### config.mk
export PLATFORM = sky130hd
export DESIGN_NAME = aee_exception_entry
export DESIGN_NICKNAME = d
export VERILOG_FILES = /design/src/aee_pin_sync.v /design/src/aee_exception_entry.v
export VERILOG_INCLUDE_DIRS = /design/src /design/src/src
export SDC_FILE = /design/constraint.sdc
export NUM_CORES = 1
export LEC_CHECK = 0
export BUFFER_PORTS_ARGS = -buffer_cell sky130_fd_sc_hd__clkbuf_2
export CAP_MARGIN = 20
export CORE_ASPECT_RATIO = 1.1
export CORE_MARGIN = 4
export CORE_UTILIZATION = 45
export CTS_CLUSTER_DIAMETER = 50
export DETAILED_ROUTE_END_ITERATION = 10
export PLACE_DENSITY = 0.77
export SETUP_SLACK_MARGIN = 0.02
export SLEW_MARGIN = 40
export SYNTH_ARGS = -nofsm -noshare
export SYNTH_HDL_FRONTEND = slang
export SYNTH_SLANG_ARGS = --single-unit
### constraint.sdc
create_clock -name core_clk -period 2.8 [get_ports core_clk]
set_input_delay 0.14 -clock core_clk [delete_from_list [all_inputs] [get_ports core_clk]]
set_output_delay 0.14 -clock core_clk [all_outputs]
set_load 0.05 [all_outputs]
### src/aee_map.vh
// constants for the exception entry unit: vectors, modes, causes, map
// assumes a 26-bit address core and a 32-bit AXI4-Lite register bus
// Function
// RULE1 - memory manager raises abort when the current access cannot complete
// RULE2 - abort input is sampled at the end of each bus cycle's first phase
// RULE3 - fetch abort tags the instruction; trap taken when it reaches execution
// RULE4 - a tagged instruction flushed before execution causes no trap
// RULE5 - data abort on single load, store or swap leaves state untouched
// RULE6 - data abort on multiple transfer completes it with base write-back
// RULE7 - after a data abort every further register write is suppressed
// RULE8 - abort during an internal cycle without memory access is ignored
// RULE9 - reset saves status word to supervisor link, both masks, vector zero
// RULE10 - undefined instruction enters supervisor, normal mask, vector 4
// RULE11 - software trap enters supervisor, normal mask, vector 8
// RULE12 - data abort enters supervisor, normal mask, vector 0x10
// RULE13 - prefetch abort enters supervisor like data abort, vector 0x0C
// RULE14 - address exception turns stores into loads, completes, then enters
// RULE15 - address exception saves link, sets normal mask, vector 0x14
// RULE16 - normal interrupt saves to interrupt link, interrupt mode, vector 0x18
// RULE17 - fast interrupt saves to fast link, fast mode, both masks, 0x1C
// RULE18 - undefined and software trap links point to the following instruction
// RULE19 - data abort link lies two words past the aborted instruction
// RULE20 - data address illegal when any of its top six bits is one
// RULE21 - abort input disregarded when the computed address is illegal
// RULE22 - fixed priority: reset, address/data, fast, normal, prefetch, undef/swi
// RULE23 - mode bits use four distinct codes matching banked register selection
`ifndef AEE_MAP_VH
`define AEE_MAP_VH

`define AEE_VEC_RESET 26'h0000000
`define AEE_VEC_UNDEF 26'h0000004
`define AEE_VEC_SWI   26'h0000008
`define AEE_VEC_PABT  26'h000000C
`define AEE_VEC_DABT  26'h0000010
`define AEE_VEC_ADDR  26'h0000014
`define AEE_VEC_IRQ   26'h0000018
`define AEE_VEC_FIQ   26'h000001C

`define AEE_MODE_USR 2'h0
`define AEE_MODE_FIQ 2'h1
`define AEE_MODE_IRQ 2'h2
`define AEE_MODE_SVC 2'h3

`define AEE_PSR_I     27
`define AEE_PSR_F     26
`define AEE_PC_HI     25
`define AEE_PC_LO     2
`define AEE_MODE_HI   1
`define AEE_MODE_LO   0
`define AEE_ADDR_TOP  31
`define AEE_ADDR_BOT  26

`define AEE_CAUSE_NONE  4'h0
`define AEE_CAUSE_RESET 4'h1
`define AEE_CAUSE_UNDEF 4'h2
`define AEE_CAUSE_SWI   4'h3
`define AEE_CAUSE_PABT  4'h4
`define AEE_CAUSE_DABT  4'h5
`define AEE_CAUSE_ADDR  4'h6
`define AEE_CAUSE_IRQ   4'h7
`define AEE_CAUSE_FIQ   4'h8

`define AEE_PC_ONE    24'h000001

`define AEE_OFF_CTRL   4'h0
`define AEE_OFF_STATUS 4'h4
`define AEE_OFF_LINK   4'h8
`define AEE_RESP_OKAY  2'h0
`define AEE_RESP_DECERR 2'h3

`define AEE_CTRL_I    0
`define AEE_CTRL_F    1
`define AEE_CTRL_M_LO 2
`define AEE_CTRL_M_HI 3
`define AEE_ST_CAUSE_HI 3
`define AEE_ST_CAUSE_LO 0
`define AEE_ST_ADDR   4
`define AEE_ST_DABT   5
`define AEE_ST_FIQ    6
`define AEE_ST_IRQ    7
`define AEE_ST_M_LO   8
`define AEE_ST_M_HI   9
`define AEE_ST_I      10
`define AEE_ST_F      11

`endif

### src/aee_pin_sync.v
// three-stage synchroniser for an asynchronous pin
// assumes one clock; output changes once stages two and three agree
`timescale 1ns/1ps
module aee_pin_sync (
	input  wire core_clk,  // processor clock
	input  wire nrst,      // async reset, active low
	input  wire pinIn,     // raw pin level
	output reg  levelOut   // filtered level
);
	reg stage1;
	reg stage2;
	reg stage3;

	always @(posedge core_clk or negedge nrst) begin
		if (!nrst) begin
			stage1   <= 1'b1;
			stage2   <= 1'b1;
			stage3   <= 1'b1;
			levelOut <= 1'b1;
		end else begin
			stage1 <= pinIn;
			stage2 <= stage1;
			stage3 <= stage2;
			if (stage2 == stage3) begin
				levelOut <= stage3;
			end
		end
	end
endmodule // aee_pin_sync

### src/aee_exception_entry.v
// exception entry unit: abort sampling, trap priority, link/mode/vector entry
// assumes the pipeline marks bus phases, instruction ends and data addresses
//
// Implementation choices: the address map and the AXI4-Lite slave port.
`timescale 1ns/1ps
`include "aee_map.vh"
module aee_exception_entry (
	input  wire        core_clk,      // processor clock, 10 MHz
	input  wire        nrst,          // async reset, active low
	input  wire [3:0]  s_axi_awaddr,  // write address
	input  wire        s_axi_awvalid, // write address valid
	output reg         s_axi_awready, // write address ready
	input  wire [31:0] s_axi_wdata,   // write data
	input  wire [3:0]  s_axi_wstrb,   // write byte strobes
	input  wire        s_axi_wvalid,  // write data valid
	output reg         s_axi_wready,  // write data ready
	output reg  [1:0]  s_axi_bresp,   // write response
	output reg         s_axi_bvalid,  // write response valid
	input  wire        s_axi_bready,  // write response ready
	input  wire [3:0]  s_axi_araddr,  // read address
	input  wire        s_axi_arvalid, // read address valid
	output reg         s_axi_arready, // read address ready
	output reg  [31:0] s_axi_rdata,   // read data
	output reg  [1:0]  s_axi_rresp,   // read response
	output reg         s_axi_rvalid,  // read data valid
	input  wire        s_axi_rready,  // read data ready
	input  wire        fiqPinN,       // fast interrupt pin, active low
	input  wire        irqPinN,       // normal interrupt pin, active low
	input  wire        abortIn,       // abort from memory manager
	input  wire        phase1End,     // end of first phase of a bus cycle
	input  wire        cycleFetch,    // current bus cycle is a fetch
	input  wire        cycleData,     // current bus cycle is a data access
	input  wire        pipeAdvance,   // decode slot moves to execute
	input  wire        pipeFlush,     // pipeline discarded (taken branch)
	input  wire        execEnd,       // last cycle of executing instruction
	input  wire        classSingle,   // load_single, store_single, swap_word
	input  wire        classMultiple, // load_multiple or store_multiple
	input  wire        undefInstr,    // no coprocessor accepted instruction
	input  wire        swiInstr,      // software_trap_instr executing
	input  wire        addrValid,     // computed data address present
	input  wire [31:0] dataAddr,      // computed 32-bit data address
	input  wire [31:0] cswIn,         // counter_status_word, pc = instr + 8
	output reg         execInvalid,   // instruction in execute was abort-tagged
	output reg         suppressWrites, // block register writes
	output reg         baseWbAllow,   // base write-back still allowed
	output reg         storeToLoad,   // convert store into load
	output reg         linkWrite,     // write link_register, one cycle
	output reg  [1:0]  linkBank,      // mode bank of link_register written
	output reg  [31:0] linkValue,     // value written to link_register
	output reg         pcLoad,        // force counter, one cycle
	output reg  [25:0] pcValue,       // vector byte address
	output reg  [1:0]  modeOut,       // current mode_bits
	output reg         iMask,         // normal interrupt disable
	output reg         fMask          // fast interrupt disable
);
	localparam ST_RESET = 3'b001;
	localparam ST_RUN   = 3'b010;
	localparam ST_ENTER = 3'b100;

	reg  [2:0]  state;
	reg  [2:0]  next_state;
	reg         tagDecode;
	reg         addrExc;
	reg         dataAbort;
	reg  [3:0]  lastCause;
	reg  [3:0]  cause;
	reg         awHeld;
	reg         wHeld;
	reg  [3:0]  awAddrQ;
	reg  [31:0] wDataQ;
	reg  [3:0]  wStrbQ;
	wire        fiqLevelN;
	wire        irqLevelN;
	wire        addrIllegal;
	wire        abortSample;
	wire        dataAbortNow;
	wire        dataAbortAny;
	wire        fiqReq;
	wire        irqReq;

	aee_pin_sync u_fiqSync (
		.core_clk (core_clk),
		.nrst     (nrst),
		.pinIn    (fiqPinN),
		.levelOut (fiqLevelN)
	);

	aee_pin_sync u_irqSync (
		.core_clk (core_clk),
		.nrst     (nrst),
		.pinIn    (irqPinN),
		.levelOut (irqLevelN)
	);

	// subtract whole words from the pc field of the status word
	function [31:0] linkFor;
		input [31:0] csw;
		input [3:0]  why;
		reg   [23:0] pcf;
		begin
			pcf = csw[`AEE_PC_HI:`AEE_PC_LO];
			linkFor = csw;
			case (why)
				`AEE_CAUSE_UNDEF, `AEE_CAUSE_SWI, `AEE_CAUSE_PABT: begin
					linkFor[`AEE_PC_HI:`AEE_PC_LO] = pcf - `AEE_PC_ONE; // RULE18
				end
				default: linkFor = csw; // RULE19
			endcase
		end
	endfunction

	function [25:0] vectorFor;
		input [3:0] why;
		begin
			case (why)
				`AEE_CAUSE_UNDEF: vectorFor = `AEE_VEC_UNDEF; // RULE10
				`AEE_CAUSE_SWI:   vectorFor = `AEE_VEC_SWI; // RULE11
				`AEE_CAUSE_PABT:  vectorFor = `AEE_VEC_PABT; // RULE13
				`AEE_CAUSE_DABT:  vectorFor = `AEE_VEC_DABT; // RULE12
				`AEE_CAUSE_ADDR:  vectorFor = `AEE_VEC_ADDR; // RULE15
				`AEE_CAUSE_IRQ:   vectorFor = `AEE_VEC_IRQ; // RULE16
				`AEE_CAUSE_FIQ:   vectorFor = `AEE_VEC_FIQ; // RULE17
				default:          vectorFor = `AEE_VEC_RESET; // RULE9
			endcase
		end
	endfunction

	function [1:0] modeFor;
		input [3:0] why;
		begin
			case (why)
				`AEE_CAUSE_IRQ: modeFor = `AEE_MODE_IRQ; // RULE23
				`AEE_CAUSE_FIQ: modeFor = `AEE_MODE_FIQ;
				default:        modeFor = `AEE_MODE_SVC;
			endcase
		end
	endfunction

	// the memory manager can drive abortIn in internal cycles as well as for failed accesses
	assign addrIllegal  = addrValid &&
		(|dataAddr[`AEE_ADDR_TOP:`AEE_ADDR_BOT]); // RULE20
	assign abortSample  = phase1End && abortIn; // RULE1 RULE2
	assign dataAbortNow = abortSample && cycleData &&
		!addrIllegal && !addrExc; // RULE8 RULE21
	assign dataAbortAny = dataAbort || dataAbortNow;
	assign fiqReq       = !fiqLevelN && !fMask;
	assign irqReq       = !irqLevelN && !iMask;

	// fixed priority of simultaneous exceptions
	always @* begin
		cause = `AEE_CAUSE_NONE;
		if (addrExc || addrIllegal) begin
			cause = `AEE_CAUSE_ADDR; // RULE22
		end else if (dataAbortAny) begin
			cause = `AEE_CAUSE_DABT;
		end else if (fiqReq) begin
			cause = `AEE_CAUSE_FIQ;
		end else if (irqReq) begin
			cause = `AEE_CAUSE_IRQ;
		end else if (execInvalid) begin
			cause = `AEE_CAUSE_PABT; // RULE3
		end else if (undefInstr) begin
			cause = `AEE_CAUSE_UNDEF;
		end else if (swiInstr) begin
			cause = `AEE_CAUSE_SWI;
		end
	end

	always @* begin
		case (state)
			ST_RESET: next_state = ST_ENTER;
			ST_RUN: begin
				if (execEnd && cause != `AEE_CAUSE_NONE) begin
					next_state = ST_ENTER;
				end else begin
					next_state = ST_RUN;
				end
			end
			ST_ENTER: next_state = ST_RUN;
			default:  next_state = ST_RUN;
		endcase
	end

	// fetch abort tags travel with the instruction through the pipeline
	always @(posedge core_clk or negedge nrst) begin
		if (!nrst) begin
			tagDecode   <= 1'b0;
			execInvalid <= 1'b0;
		end else begin
			if (pipeFlush) begin
				tagDecode   <= 1'b0; // RULE4
				execInvalid <= 1'b0;
			end else if (pipeAdvance) begin
				execInvalid <= tagDecode;
				tagDecode   <= 1'b0;
			end
			if (abortSample && cycleFetch) begin
				tagDecode <= 1'b1; // RULE3
			end
		end
	end

	// per-instruction abort and address state
	always @(posedge core_clk or negedge nrst) begin
		if (!nrst) begin
			addrExc        <= 1'b0;
			dataAbort      <= 1'b0;
			suppressWrites <= 1'b0;
			baseWbAllow    <= 1'b1;
			storeToLoad    <= 1'b0;
		end else if (execEnd) begin
			addrExc        <= 1'b0;
			dataAbort      <= 1'b0;
			suppressWrites <= 1'b0;
			baseWbAllow    <= 1'b1;
			storeToLoad    <= 1'b0;
		end else begin
			if (addrIllegal) begin
				addrExc     <= 1'b1;
				storeToLoad <= 1'b1; // RULE14
			end
			if (dataAbortNow) begin
				dataAbort      <= 1'b1;
				suppressWrites <= 1'b1; // RULE7
				if (classSingle) begin
					baseWbAllow <= 1'b0; // RULE5
				end else if (classMultiple) begin
					baseWbAllow <= 1'b1; // RULE6
				end
			end
		end
	end

	// entry actions and the register bus share mode and mask state
	always @(posedge core_clk or negedge nrst) begin
		if (!nrst) begin
			state         <= ST_RESET;
			lastCause     <= `AEE_CAUSE_NONE;
			linkWrite     <= 1'b0;
			linkBank      <= `AEE_MODE_SVC;
			linkValue     <= 32'h00000000;
			pcLoad        <= 1'b0;
			pcValue       <= `AEE_VEC_RESET;
			modeOut       <= `AEE_MODE_SVC;
			iMask         <= 1'b1;
			fMask         <= 1'b1;
			s_axi_awready <= 1'b1;
			s_axi_wready  <= 1'b1;
			s_axi_bvalid  <= 1'b0;
			s_axi_bresp   <= `AEE_RESP_OKAY;
			s_axi_arready <= 1'b1;
			s_axi_rvalid  <= 1'b0;
			s_axi_rdata   <= 32'h00000000;
			s_axi_rresp   <= `AEE_RESP_OKAY;
			awHeld        <= 1'b0;
			wHeld         <= 1'b0;
			awAddrQ       <= 4'h0;
			wDataQ        <= 32'h00000000;
			wStrbQ        <= 4'h0;
		end else begin
			state     <= next_state;
			linkWrite <= 1'b0;
			pcLoad    <= 1'b0;

			if (s_axi_awvalid && s_axi_awready) begin
				s_axi_awready <= 1'b0;
				awHeld        <= 1'b1;
				awAddrQ       <= s_axi_awaddr;
			end
			if (s_axi_wvalid && s_axi_wready) begin
				s_axi_wready <= 1'b0;
				wHeld        <= 1'b1;
				wDataQ       <= s_axi_wdata;
				wStrbQ       <= s_axi_wstrb;
			end
			if (awHeld && wHeld && !s_axi_bvalid) begin
				s_axi_bvalid <= 1'b1;
				if (awAddrQ == `AEE_OFF_CTRL) begin
					s_axi_bresp <= `AEE_RESP_OKAY;
					if (wStrbQ[0]) begin
						iMask   <= wDataQ[`AEE_CTRL_I];
						fMask   <= wDataQ[`AEE_CTRL_F];
						modeOut <= wDataQ[`AEE_CTRL_M_HI:`AEE_CTRL_M_LO];
					end
				end else if (awAddrQ == `AEE_OFF_STATUS ||
					awAddrQ == `AEE_OFF_LINK) begin
					s_axi_bresp <= `AEE_RESP_OKAY;
				end else begin
					s_axi_bresp <= `AEE_RESP_DECERR;
				end
			end
			if (s_axi_bvalid && s_axi_bready) begin
				s_axi_bvalid  <= 1'b0;
				awHeld        <= 1'b0;
				wHeld         <= 1'b0;
				s_axi_awready <= 1'b1;
				s_axi_wready  <= 1'b1;
			end

			if (s_axi_arvalid && s_axi_arready) begin
				s_axi_arready <= 1'b0;
				s_axi_rvalid  <= 1'b1;
				s_axi_rresp   <= `AEE_RESP_OKAY;
				s_axi_rdata   <= 32'h00000000;
				case (s_axi_araddr)
					`AEE_OFF_CTRL: begin
						s_axi_rdata[`AEE_CTRL_I] <= iMask;
						s_axi_rdata[`AEE_CTRL_F] <= fMask;
						s_axi_rdata[`AEE_CTRL_M_HI:`AEE_CTRL_M_LO] <= modeOut;
					end
					`AEE_OFF_STATUS: begin
						s_axi_rdata[`AEE_ST_CAUSE_HI:`AEE_ST_CAUSE_LO] <= lastCause;
						s_axi_rdata[`AEE_ST_ADDR] <= addrExc;
						s_axi_rdata[`AEE_ST_DABT] <= dataAbort;
						s_axi_rdata[`AEE_ST_FIQ]  <= !fiqLevelN;
						s_axi_rdata[`AEE_ST_IRQ]  <= !irqLevelN;
						s_axi_rdata[`AEE_ST_M_HI:`AEE_ST_M_LO] <= modeOut;
						s_axi_rdata[`AEE_ST_I] <= iMask;
						s_axi_rdata[`AEE_ST_F] <= fMask;
					end
					`AEE_OFF_LINK: begin
						s_axi_rdata <= linkValue;
					end
					default: begin
						s_axi_rresp <= `AEE_RESP_DECERR;
					end
				endcase
			end
			if (s_axi_rvalid && s_axi_rready) begin
				s_axi_rvalid  <= 1'b0;
				s_axi_arready <= 1'b1;
			end

			// hardware entry overrides a software write of mode and normal mask in the same cycle, and of fast mask on reset or fast entry only
			case (state)
				ST_RESET: begin
					linkWrite <= 1'b1; // RULE9
					linkBank  <= `AEE_MODE_SVC;
					linkValue <= cswIn;
					pcLoad    <= 1'b1;
					pcValue   <= `AEE_VEC_RESET;
					modeOut   <= `AEE_MODE_SVC;
					iMask     <= 1'b1;
					fMask     <= 1'b1;
					lastCause <= `AEE_CAUSE_RESET;
				end
				ST_RUN: begin
					if (execEnd && cause != `AEE_CAUSE_NONE) begin
						linkWrite <= 1'b1; // RULE10 RULE11 RULE12 RULE13
						linkBank  <= modeFor(cause); // RULE16 RULE17
						linkValue <= linkFor(cswIn, cause);
						pcLoad    <= 1'b1;
						pcValue   <= vectorFor(cause); // RULE15
						modeOut   <= modeFor(cause); // RULE23
						iMask     <= 1'b1;
						if (cause == `AEE_CAUSE_FIQ) begin
							fMask <= 1'b1; // RULE17
						end
						lastCause <= cause;
					end
				end
				default: lastCause <= lastCause;
			endcase
		end
	end
endmodule // aee_exception_entry

Word-level counts from Yosys, hierarchy flattened. Index checks and enable logic that the tools add are counted.

Word-level logic and storage cells: 167. Bits in registers: 137. Output and inout bits: 111.

Reduce and logical (&&, ||, !) cells: 44. Eq/ne operators: 16. $add $sub $neg: 1. Mux-type cells: 71.

Operator list (number): $pmux W32 S2 (1); $pmux W26 S2 (1); $mux W1 (37); $pmux W5 S7 (1); $mux W32 (1); $mux W26 (1); $eq A4 B3 Y1 const B (6); $mux W24 (1); $sub A24 B1 Y24 const B (1); $mux W2 (10); $mux W20 (1); $logic_and A1 B1 Y1 (16); $mux W4 (4); $pmux W8 S2 (1); $reduce_bool A2 Y1 (8); $eq A4 B4 Y1 const B (3); $pmux W2 S2 (3); $pmux W4 S3 (1); $mux W3 (3); $eq A4 B2 Y1 const B (2); $logic_not A4 Y1 (2); $pmux W4 S2 (1); $logic_not A1 Y1 (7); $pmux W1 S2 (3); other kinds (11) (17).

Longest topological paths before layout. Gate-level depths: netlist of the first run.

Depth after elaboration: 13. Depth in mapped cells: 9.

Cells and area by module. From an unflattened synthesis of the first run, not the netlist that was laid out.

Cell total of the unflattened synthesis: 523. Area total of the unflattened synthesis: 5398.9 um2.

By module, submodules not included: aee_exception_entry (instances 1, cells an instance 513, seq. area each 2591.2 um2, area an instance 5166.2 um2); aee_pin_sync (instances 2, cells an instance 5, seq. area each 105.1 um2, area an instance 116.4 um2).

Least setup slack after synthesis of the first run. Ideal clock, no wire load.

Path kind: register -> register. Start point: register execInvalid. End point: register linkValue[25]. Path buffers: 1. Setup slack: 0.408 ns. Stages on the path, launching flop included: 7. Clock period less this slack: 2.392 ns. Data required time: 2.718 ns. Library setup time: 0.082 ns. Arrival time: 2.310 ns. Cells stage by stage: dfrtp_1 > nor3_1 > or4_1 > buf_2 > or3_1 > or3_1 > a31oi_1.

Longest elaborated chain between the ends: 10. Elaborated cells on any way between the ends: 16. Those cells by class: eq/ne: 4; mux: 8; reduce/logical: 4.

RTL lines: start: declaration (RTL line aee_exception_entry.v:43) `output reg execInvalid,`; start signal: assignment (RTL line aee_exception_entry.v:194) `execInvalid <= tagDecode;`; $mux W3 (*) (RTL line aee_exception_entry.v:160) `end else if (execInvalid) begin`; $mux W3 (*) (RTL line aee_exception_entry.v:158) `end else if (irqReq) begin`; $mux W4 (*) (RTL line aee_exception_entry.v:156) `end else if (fiqReq) begin`; $mux W4 (*) (RTL line aee_exception_entry.v:154) `end else if (dataAbortAny) begin`; $mux W4 (*) (RTL line aee_exception_entry.v:152) `if (addrExc || addrIllegal) begin`; $eq A4 B3 Y1 / $eq A4 B2 Y1 (equally long branches) (RTL line aee_exception_entry.v:103) `case (why)`; $reduce_or A3 Y1 (RTL line aee_exception_entry.v:103); $mux W24 (RTL line aee_exception_entry.v:103); $mux W32 (RTL line aee_exception_entry.v:348) `` if (execEnd && cause != `AEE_CAUSE_NONE) begin ``; $pmux W32 S2 (RTL line aee_exception_entry.v:335) `case (state)`; end signal: assignment (RTL line aee_exception_entry.v:339) `linkValue <= cswIn;`; end signal: assignment (RTL line aee_exception_entry.v:351) `linkValue <= linkFor(cswIn, cause);`; end: declaration (RTL line aee_exception_entry.v:49) `output reg [31:0] linkValue,`.

Mark *: on every way between the ends. The rest lies on a longest branch, timed or not. The select of a mux whose other input is x is not followed. A chain may end at the register's enable or synchronous reset.

Worst setup path in the final report of the first run.
Start point: register iMask. End point: register linkValue[10].

Longest elaborated chain between the ends: 11. Elaborated cells on any way between the ends: 17. Those cells by class: eq/ne: 4; mux: 7; reduce/logical: 6.

RTL lines: start: declaration (RTL line aee_exception_entry.v:53) `output reg iMask,`; start signal: assignment (RTL line aee_exception_entry.v:281) `` iMask <= wDataQ[`AEE_CTRL_I]; ``; $logic_not A1 Y1 (*) (RTL line aee_exception_entry.v:147) `assign irqReq = !irqLevelN && !iMask;`; $logic_and A1 B1 Y1 (*) (RTL line aee_exception_entry.v:147); $mux W3 (*) (RTL line aee_exception_entry.v:158); $mux W4 (*) (RTL line aee_exception_entry.v:156); $mux W4 (*) (RTL line aee_exception_entry.v:154); $mux W4 (*) (RTL line aee_exception_entry.v:152); $eq A4 B3 Y1 / $eq A4 B2 Y1 (equally long branches) (RTL line aee_exception_entry.v:103); $reduce_or A3 Y1 (RTL line aee_exception_entry.v:103); $mux W24 (RTL line aee_exception_entry.v:103); $mux W32 (RTL line aee_exception_entry.v:348); $pmux W32 S2 (RTL line aee_exception_entry.v:335).

Marked as above.

==> impl_results.md, run 1 <==
- Slew of the pin with the lowest slew margin: 0.733 ns
- Max Freq: 429 MHz
- Final setup fails: 0
- Rel. slew slack: 50.7%
- Vias in the first global route: 4502
- Crit Path Class: register to register
- GRT Total Usage: 21.5%
- Internal: 3.47 mW
- Die Y: 122 um
- Reg area: 2800 um^2
- Mean Syn Cell Area: 10.1 um^2
- Pin count of the biggest net entering global routing: 68
- Final TNS setup: 0 ns
- Number of diodes: 0
- Clock latency on the worst-skew pair: 0.34 ns
- First-pass GRT wire length: 23200 um
- Logic pwr share: 41.3%
- Switching Share: 46.1%
- Max-cap viol count: 0
- DRT iter0 DRCs: 198
- Crit. Startpoint: iMask
- WP data required: 3.03 ns
- Hold slack: 0.0238 ns
- CTS H-tree depth: 3
- Worst hold path startpoint: s_axi_bready
- Final slew viol count: 0
- Part of the power in registers: 38.5%
- Cell area after synthesis: 5290 um^2
- Register-to-register setup slack: 0.47 ns
- Routed len/inst: 17.1 um
- DP Area: 6220 um^2
- Worst Path Arrival: 2.56 ns
- Tmin final: 2.33 ns
- Rows: 41
- Clock tree buffer depth: 2
- Placed insts: 821
- HP Class: input pin to register
- Hold endpoint: wHeld
- R2R cell count: 5
- Multi-input combinational cell area: 2280 um^2
- Async set-reset flop share out of synthesis: 100%
- Clock share of power: 20.3%
- GPL Wtd Cong: 0.891
- Detailed-route via count: 4547
- Final hold violations: 0
- DRC viols: 0
- Final ANT Viol Nets: 0
- Critical R2R Launch: iMask
- Worst-path clk slew: 0.07 ns
- Via/cell ratio: 5.38
- RSZ-0062 raised after global routing: no
- Core ar.: 11500 um^2
- Post-CTS setup buffers: 0
- Non-filler cells in the finished layout: 845
- Nets: 820
- Fill count: 1092
- Peak VDD IR: 533 uV
- Drt pass-1 iters: 5
- NetSw: 2.96 mW
- Gr ovfl total: 0
- Top cell type's share of synthesized area: 43.5%
- Power density over cell area: 973 nW/um^2
- Final period utilization: 83.3%
- Cell area after layout: 6620 um^2
- Clock Tree Root: clkbuf_16
- Total Wirelength: 14500 um
- Clk_skew: 0.00624 ns
- Distinct cells, synth: 55
- Initial antenna violation count: 0
- Status: finished clean
- WHS Path Cells: 2
- FF-to-FF End: linkValue[10]
- Leakage: 3.11 nW
- Synth Flop Type: dfrtp_1
- Layout cells sized above 1: 34.8%
- DIE AREA: 13600 um^2
- CP startpoint kind: register
- Post-synth top area cell: dfrtp_1
- Chip width: 111 um
- Clock Sinks: 111
- Register area share after synthesis: 52.9%
- IO Pins: 240
- Port bufs: 159
- Synth cell count leaders: dfrtp_1, nand2_1, nand3_1, nor2_1, buf_4
- Hpwl dp: 11000 um
- Cell count after synthesis: 523
- Yosys warns: 0
- TritonCTS Buffers: 9
- Post-synth EDFFs: 0
- Area growth from synthesis to layout: 25.0%
- Yosys reg bits: 111
- Initial core utilization: 46.1%
- CP Capture Type: register
- Worst-path fanout max: 8
- Area contributors post-synth: dfrtp_1, dfstp_2, mux2_2
- Top-count cell post-synth: dfrtp_1
- CTS tree: done
- Tot Pwr: 6.44 mW
==> worst max path at each step <==
stage | to | cells past startpoint
2_1_floorplan | linkValue[25] | 6
3_3_place_gp | linkValue[10] | 5
3_5_place_dp | linkValue[11] | 6
4_1_cts | linkValue[23] | 5
5_1_grt | linkValue[28] | 7
6_report | linkValue[10] | 5
==> registers in the layout (all words and copies together), names as in the netlist, 2 cells and up <==
| register | cells |
|---|---|
| linkBank | 2 |
| awAddrQ | 4 |
| linkValue | 32 |
| lastCause | 4 |
| s_axi_rdata | 32 |
| state | 2 |
| modeOut | 2 |
| pcValue | 3 |
| wDataQ | 4 |
==> placed cells by master, fill, tap and decap left out, drive strengths merged, types with 8 or more instances in the layout <==
cell	instances
a21oi	21
buf	16
clkbuf	168
conb	24
dfrtp	92
dfstp	19
dlygate4sd3	8
inv	10
mux2	22
mux2i	11
nand2	62
nand3	39
nor2	34
nor3	21
nor4	22
o21ai	23
xnor2	16
==> power by group through the flow <==
stage          combinational, mW  sequential (mW)  clock, mW
6_report                    2.66             2.48       1.30
5_1_grt                     2.81             2.53       1.40
4_1_cts                     2.67             2.47       1.33
2_1_floorplan              0.801             3.63          0
3_3_place_gp                2.62             2.47          0
3_5_place_dp                2.65             2.50          0
==> through the flow <==
stage	setup slack (ns)	utilization, %
5_1_grt	0.382	57.6
2_1_floorplan	0.408	-
3_3_place_gp	0.537	54.1
3_5_place_dp	0.517	54.1
6_report	0.466	57.6
4_1_cts	0.491	57.5
==> logic make-up after synthesis <==
family	after synthesis	synth area share, %
fa+ha+maj	3	0.614
compound gates	82	9.83
other cells	1	0.0708
buf+inv	58	6.05
simple gates	216	20.6
mux	33	6.76
flops	111	52.9
xor+xnor	19	3.14
==> worst max-delay path, cell delays in order, from the launching register on <==
cell and delay [ns]:
dfstp_2 0.64, o22a_1 0.28, nand4_1 0.29, or4_1 0.55, xnor2_1 0.18, mux2_2 0.27
==> routing by layer <==
| metal | global-route usage [%] | share of wire (%) | vias up |
|---|---|---|---|
| li1 | - | - | 2163 |
| met1 | 28.0 | 43 | 2183 |
| met2 | 35.9 | 49 | 176 |
| met3 | 5.07 | 6.0 | 25 |
| met4 | 6.84 | 2.0 | 0 |
| met5 | 0 | 0 | - |
==> cell type report <==
class / instances / area share [%]
clock buffer: 10 / 3.61
inverter: 9 / 0.511
timing repair buffer: 182 / 15.2
clock inverter: 6 / 1.04
multi-input combinational: 377 / 34.4
tap: 150 / 2.84
sequential: 111 / 42.3
==> repair_timing <==
action | CTS | global route
endpoints found under the hold margin | 69 | 0
hold buffers | 8 | 0
resized for setup | 0 | 0
Power figures use the tool's default switching activity.
==> run 2: changes to the inputs <==
--- a/config.mk
+++ b/config.mk
@@ -10,7 +10,7 @@
 export CAP_MARGIN = 20
 export CORE_ASPECT_RATIO = 1.1
 export CORE_MARGIN = 4
-export CORE_UTILIZATION = 45
+export CORE_UTILIZATION = 43
 export CTS_CLUSTER_DIAMETER = 50
 export DETAILED_ROUTE_END_ITERATION = 10
 export PLACE_DENSITY = 0.77
==> constraint.sdc (replaced) <==
create_clock -name core_clk -period 2 [get_ports core_clk]
set_input_delay 0.1 -clock core_clk [delete_from_list [all_inputs] [get_ports core_clk]]
set_output_delay 0.1 -clock core_clk [all_outputs]
set_load 0.05 [all_outputs]
==> run 2 against run 1 <==
Compared with the run above: the run now ends with setup timing left; sequential share of layout area down 4.6 points; clock skew up 0.0045 ns; cell area up 13%; count of clock-buffer cells in the layout unchanged; total power up 46%.
==> impl_results.md, run 2 (same netlist as run 1, synthesis figures left out) <==
- Register-to-register setup slack: -0.08 ns (was 0.47 ns)
- Hpwl dp: 11500 um (was 11000 um)
- Registers with the most flip-flops: linkValue (32), s_axi_rdata (32) (unchanged)
- Number of diodes: 0 (unchanged)
- WHS Path Cells: 2 (unchanged)
- GPL Wtd Cong: 0.891 (about the same)
- Worst-path fanout max: 10 (was 8)
- IO Pins: 240 (unchanged)
- CP startpoint kind: register (unchanged)
- HP Class: input pin to register (unchanged)
- Most common cell after layout, fill and taps aside: clkbuf_2 (unchanged)
- Nets: 878 (was 820)
- CP Capture Type: register (unchanged)
- Drt pass-1 iters: 6 (was 5)
- WP data required: 2.24 ns (was 3.03 ns)
- Layout cells sized above 1: 43.6% (was 34.8%)
- Max-cap viol count: 0 (unchanged)
- Rel. slew slack: 65.0% (was 50.7%)
- Total Wirelength: 16600 um (was 14500 um)
- DRC viols: 0 (unchanged)
- Crit Path Class: register to register (unchanged)
- Core ar.: 12000 um^2 (was 11500 um^2)
- Worst Path Arrival: 2.32 ns (was 2.56 ns)
- Clock tree buffer depth: 2 (unchanged)
- Peak VDD IR: 948 uV (was 533 uV)
- Status: finished, violations left (was finished clean)
- Crit. Startpoint: iMask (unchanged)
- Gr ovfl total: 0 (unchanged)
- Clock Tree Root: clkbuf_16 (unchanged)
- Fill count: 947 (was 1092)
- Final slew viol count: 0 (unchanged)
- Final setup fails: 23 (was 0)
- Initial core utilization: 44.0% (was 46.1%)
- Final period utilization: 104% (was 83.3%)
- DRT iter0 DRCs: 479 (was 198)
- Leakage: 3.46 nW (was 3.11 nW)
- Port bufs: 159 (unchanged)
- Vias in the first global route: 4922 (was 4502)
- Rows: 42 (was 41)
- Die Y: 124 um (was 122 um)
- CTS H-tree depth: 3 (unchanged)
- Setup ws final: -0.0779 ns (was 0.466 ns)
- Non-filler cells in the finished layout: 907 (was 845)
- DIE AREA: 14200 um^2 (was 13600 um^2)
- CTS tree: done (unchanged)
- Final ANT Viol Nets: 0 (unchanged)
- Commonest cells after routing, fill and taps aside: clkbuf_2, dfrtp_1, nand2_1 (unchanged)
- First-pass GRT wire length: 25400 um (was 23200 um)
- Clock Sinks: 111 (unchanged)
- Routed len/inst: 18.3 um (was 17.1 um)
- Critical R2R Launch: iMask (unchanged)
- Tot Pwr: 9.39 mW (was 6.44 mW)
- Via/cell ratio: 5.49 (was 5.38)
- R2R cell count: 8 (was 5)
- Worst-path clk slew: 0.08 ns (was 0.07 ns)
- Clock latency on the worst-skew pair: 0.35 ns (was 0.34 ns)
- TritonCTS Buffers: 9 (unchanged)
- Initial antenna violation count: 0 (unchanged)
- Slew of the pin with the lowest slew margin: 0.524 ns (was 0.733 ns)
- Placed insts: 853 (was 821)
- Chip width: 114 um (was 111 um)
- GRT Total Usage: 22.5% (was 21.5%)
- Max Freq: 481 MHz (was 429 MHz)
- Detailed-route via count: 4982 (was 4547)
- Worst setup path endpoint: linkValue[0] (was linkValue[10])
- Failing checks: setup timing
- Area growth from synthesis to layout: 40.9% (was 25.0%)
- Tmin final: 2.08 ns (was 2.33 ns)
- Final hold violations: 0 (unchanged)
- RSZ-0062 raised after global routing: yes (was no)
- FF-to-FF End: linkValue[0] (was linkValue[10])
- Power density over cell area: 1260 nW/um^2 (was 973 nW/um^2)
- Clk_skew: 0.0108 ns (was 0.00624 ns)
- Pin count of the biggest net entering global routing: 41 (was 68)
[run 2: cell count changes in the layout (fill, tap and decap cells not counted), moves of 4 or more]
cell	previous run	this run
buf_4	14	43
nor4_1	20	6
dlygate4sd3_1	8	26
nand3_1	39	33
o21ai_1	0	5
xnor2_1	16	12
buf_6	1	10
o21ai_0	23	15
nand3_2	0	6
nor4_2	2	10
nor4_4	0	6
xnor2_2	0	4
[run 2: critical path, cell delays in order (launching register included)]
cell and delay, ns:
dfstp_4 0.63, buf_6 0.10, o22a_1 0.19, nand3_2 0.12, o211a_4 0.28, nor2_4 0.15, buf_4 0.16, inv_4 0.07
mux2_2 0.27
[run 2: through the flow]
step                      hold WS, ns  util (%)  setup TNS, ns  setup WS [ns]  instance area [um^2]
after floorplan                -0.196         -          -3.22         -0.296                  5450
after global placement          0.108      53.8          -1.61         -0.170                  6480
after detailed placement        0.111      53.8          -2.64         -0.195                  6480
after CTS                    0.000160      60.2         -0.115        -0.0533                  7240
after global routing          0.00892      62.0          -2.89         -0.174                  7460
final                         0.00329      62.0          -1.00        -0.0779                  7460
[run 2: worst min path at each step]
stage,startpoint,end,slack [ns]
2_1_floorplan,nrst,addrExc,-0.20
3_3_place_gp,nrst,s_axi_rdata[12],0.11
3_5_place_dp,nrst,linkValue[30],0.11
4_1_cts,cswIn[28],linkValue[28],0.0002
5_1_grt,cswIn[28],linkValue[28],0.009
6_report,cswIn[26],linkValue[26],0.003
[run 2: layout make-up]
| type | count | area (um^2) | area share, % |
|---|---|---|---|
| Sequential cell | 111 | 2810 | 37.7 |
| Multi-Input combinational cell | 377 | 2590 | 34.7 |
| Timing Repair Buffer | 238 | 1510 | 20.2 |
| Clock buffer | 10 | 229 | 3.07 |
| Tap cell | 154 | 193 | 2.58 |
| Clock inverter | 6 | 68.8 | 0.923 |
| Inverter | 9 | 41.3 | 0.554 |
| Timing Repair inverter | 2 | 17.5 | 0.235 |
[run 2: routing by layer]
layer / GRT usage, % / part of all wire (%)
met1: 29.5 / 40
met3: 3.55 / 7.0
met2: 36.7 / 49
met4: 9.92 / 3.7
met5: 0 / 0
[run 2: power by group]
group	internal [mW]	leakage [nW]	switching [mW]	total (mW)
combinational	1.11	1.98	2.99	4.10
clock	0.985	0.144	0.840	1.82
sequential	2.93	1.34	0.536	3.46
total	5.03	3.46	4.36	9.39
[run 2: repair_timing]
action                                  4_1_cts  5_1_grt
endpoints found under the hold margin        62        0
gates resized for setup                      30       44
endpoints found under the setup margin       30       37
pin swaps                                     6       11
gates cloned                                  2        1
hold buffers                                 26        0
buffers inserted                              7        2
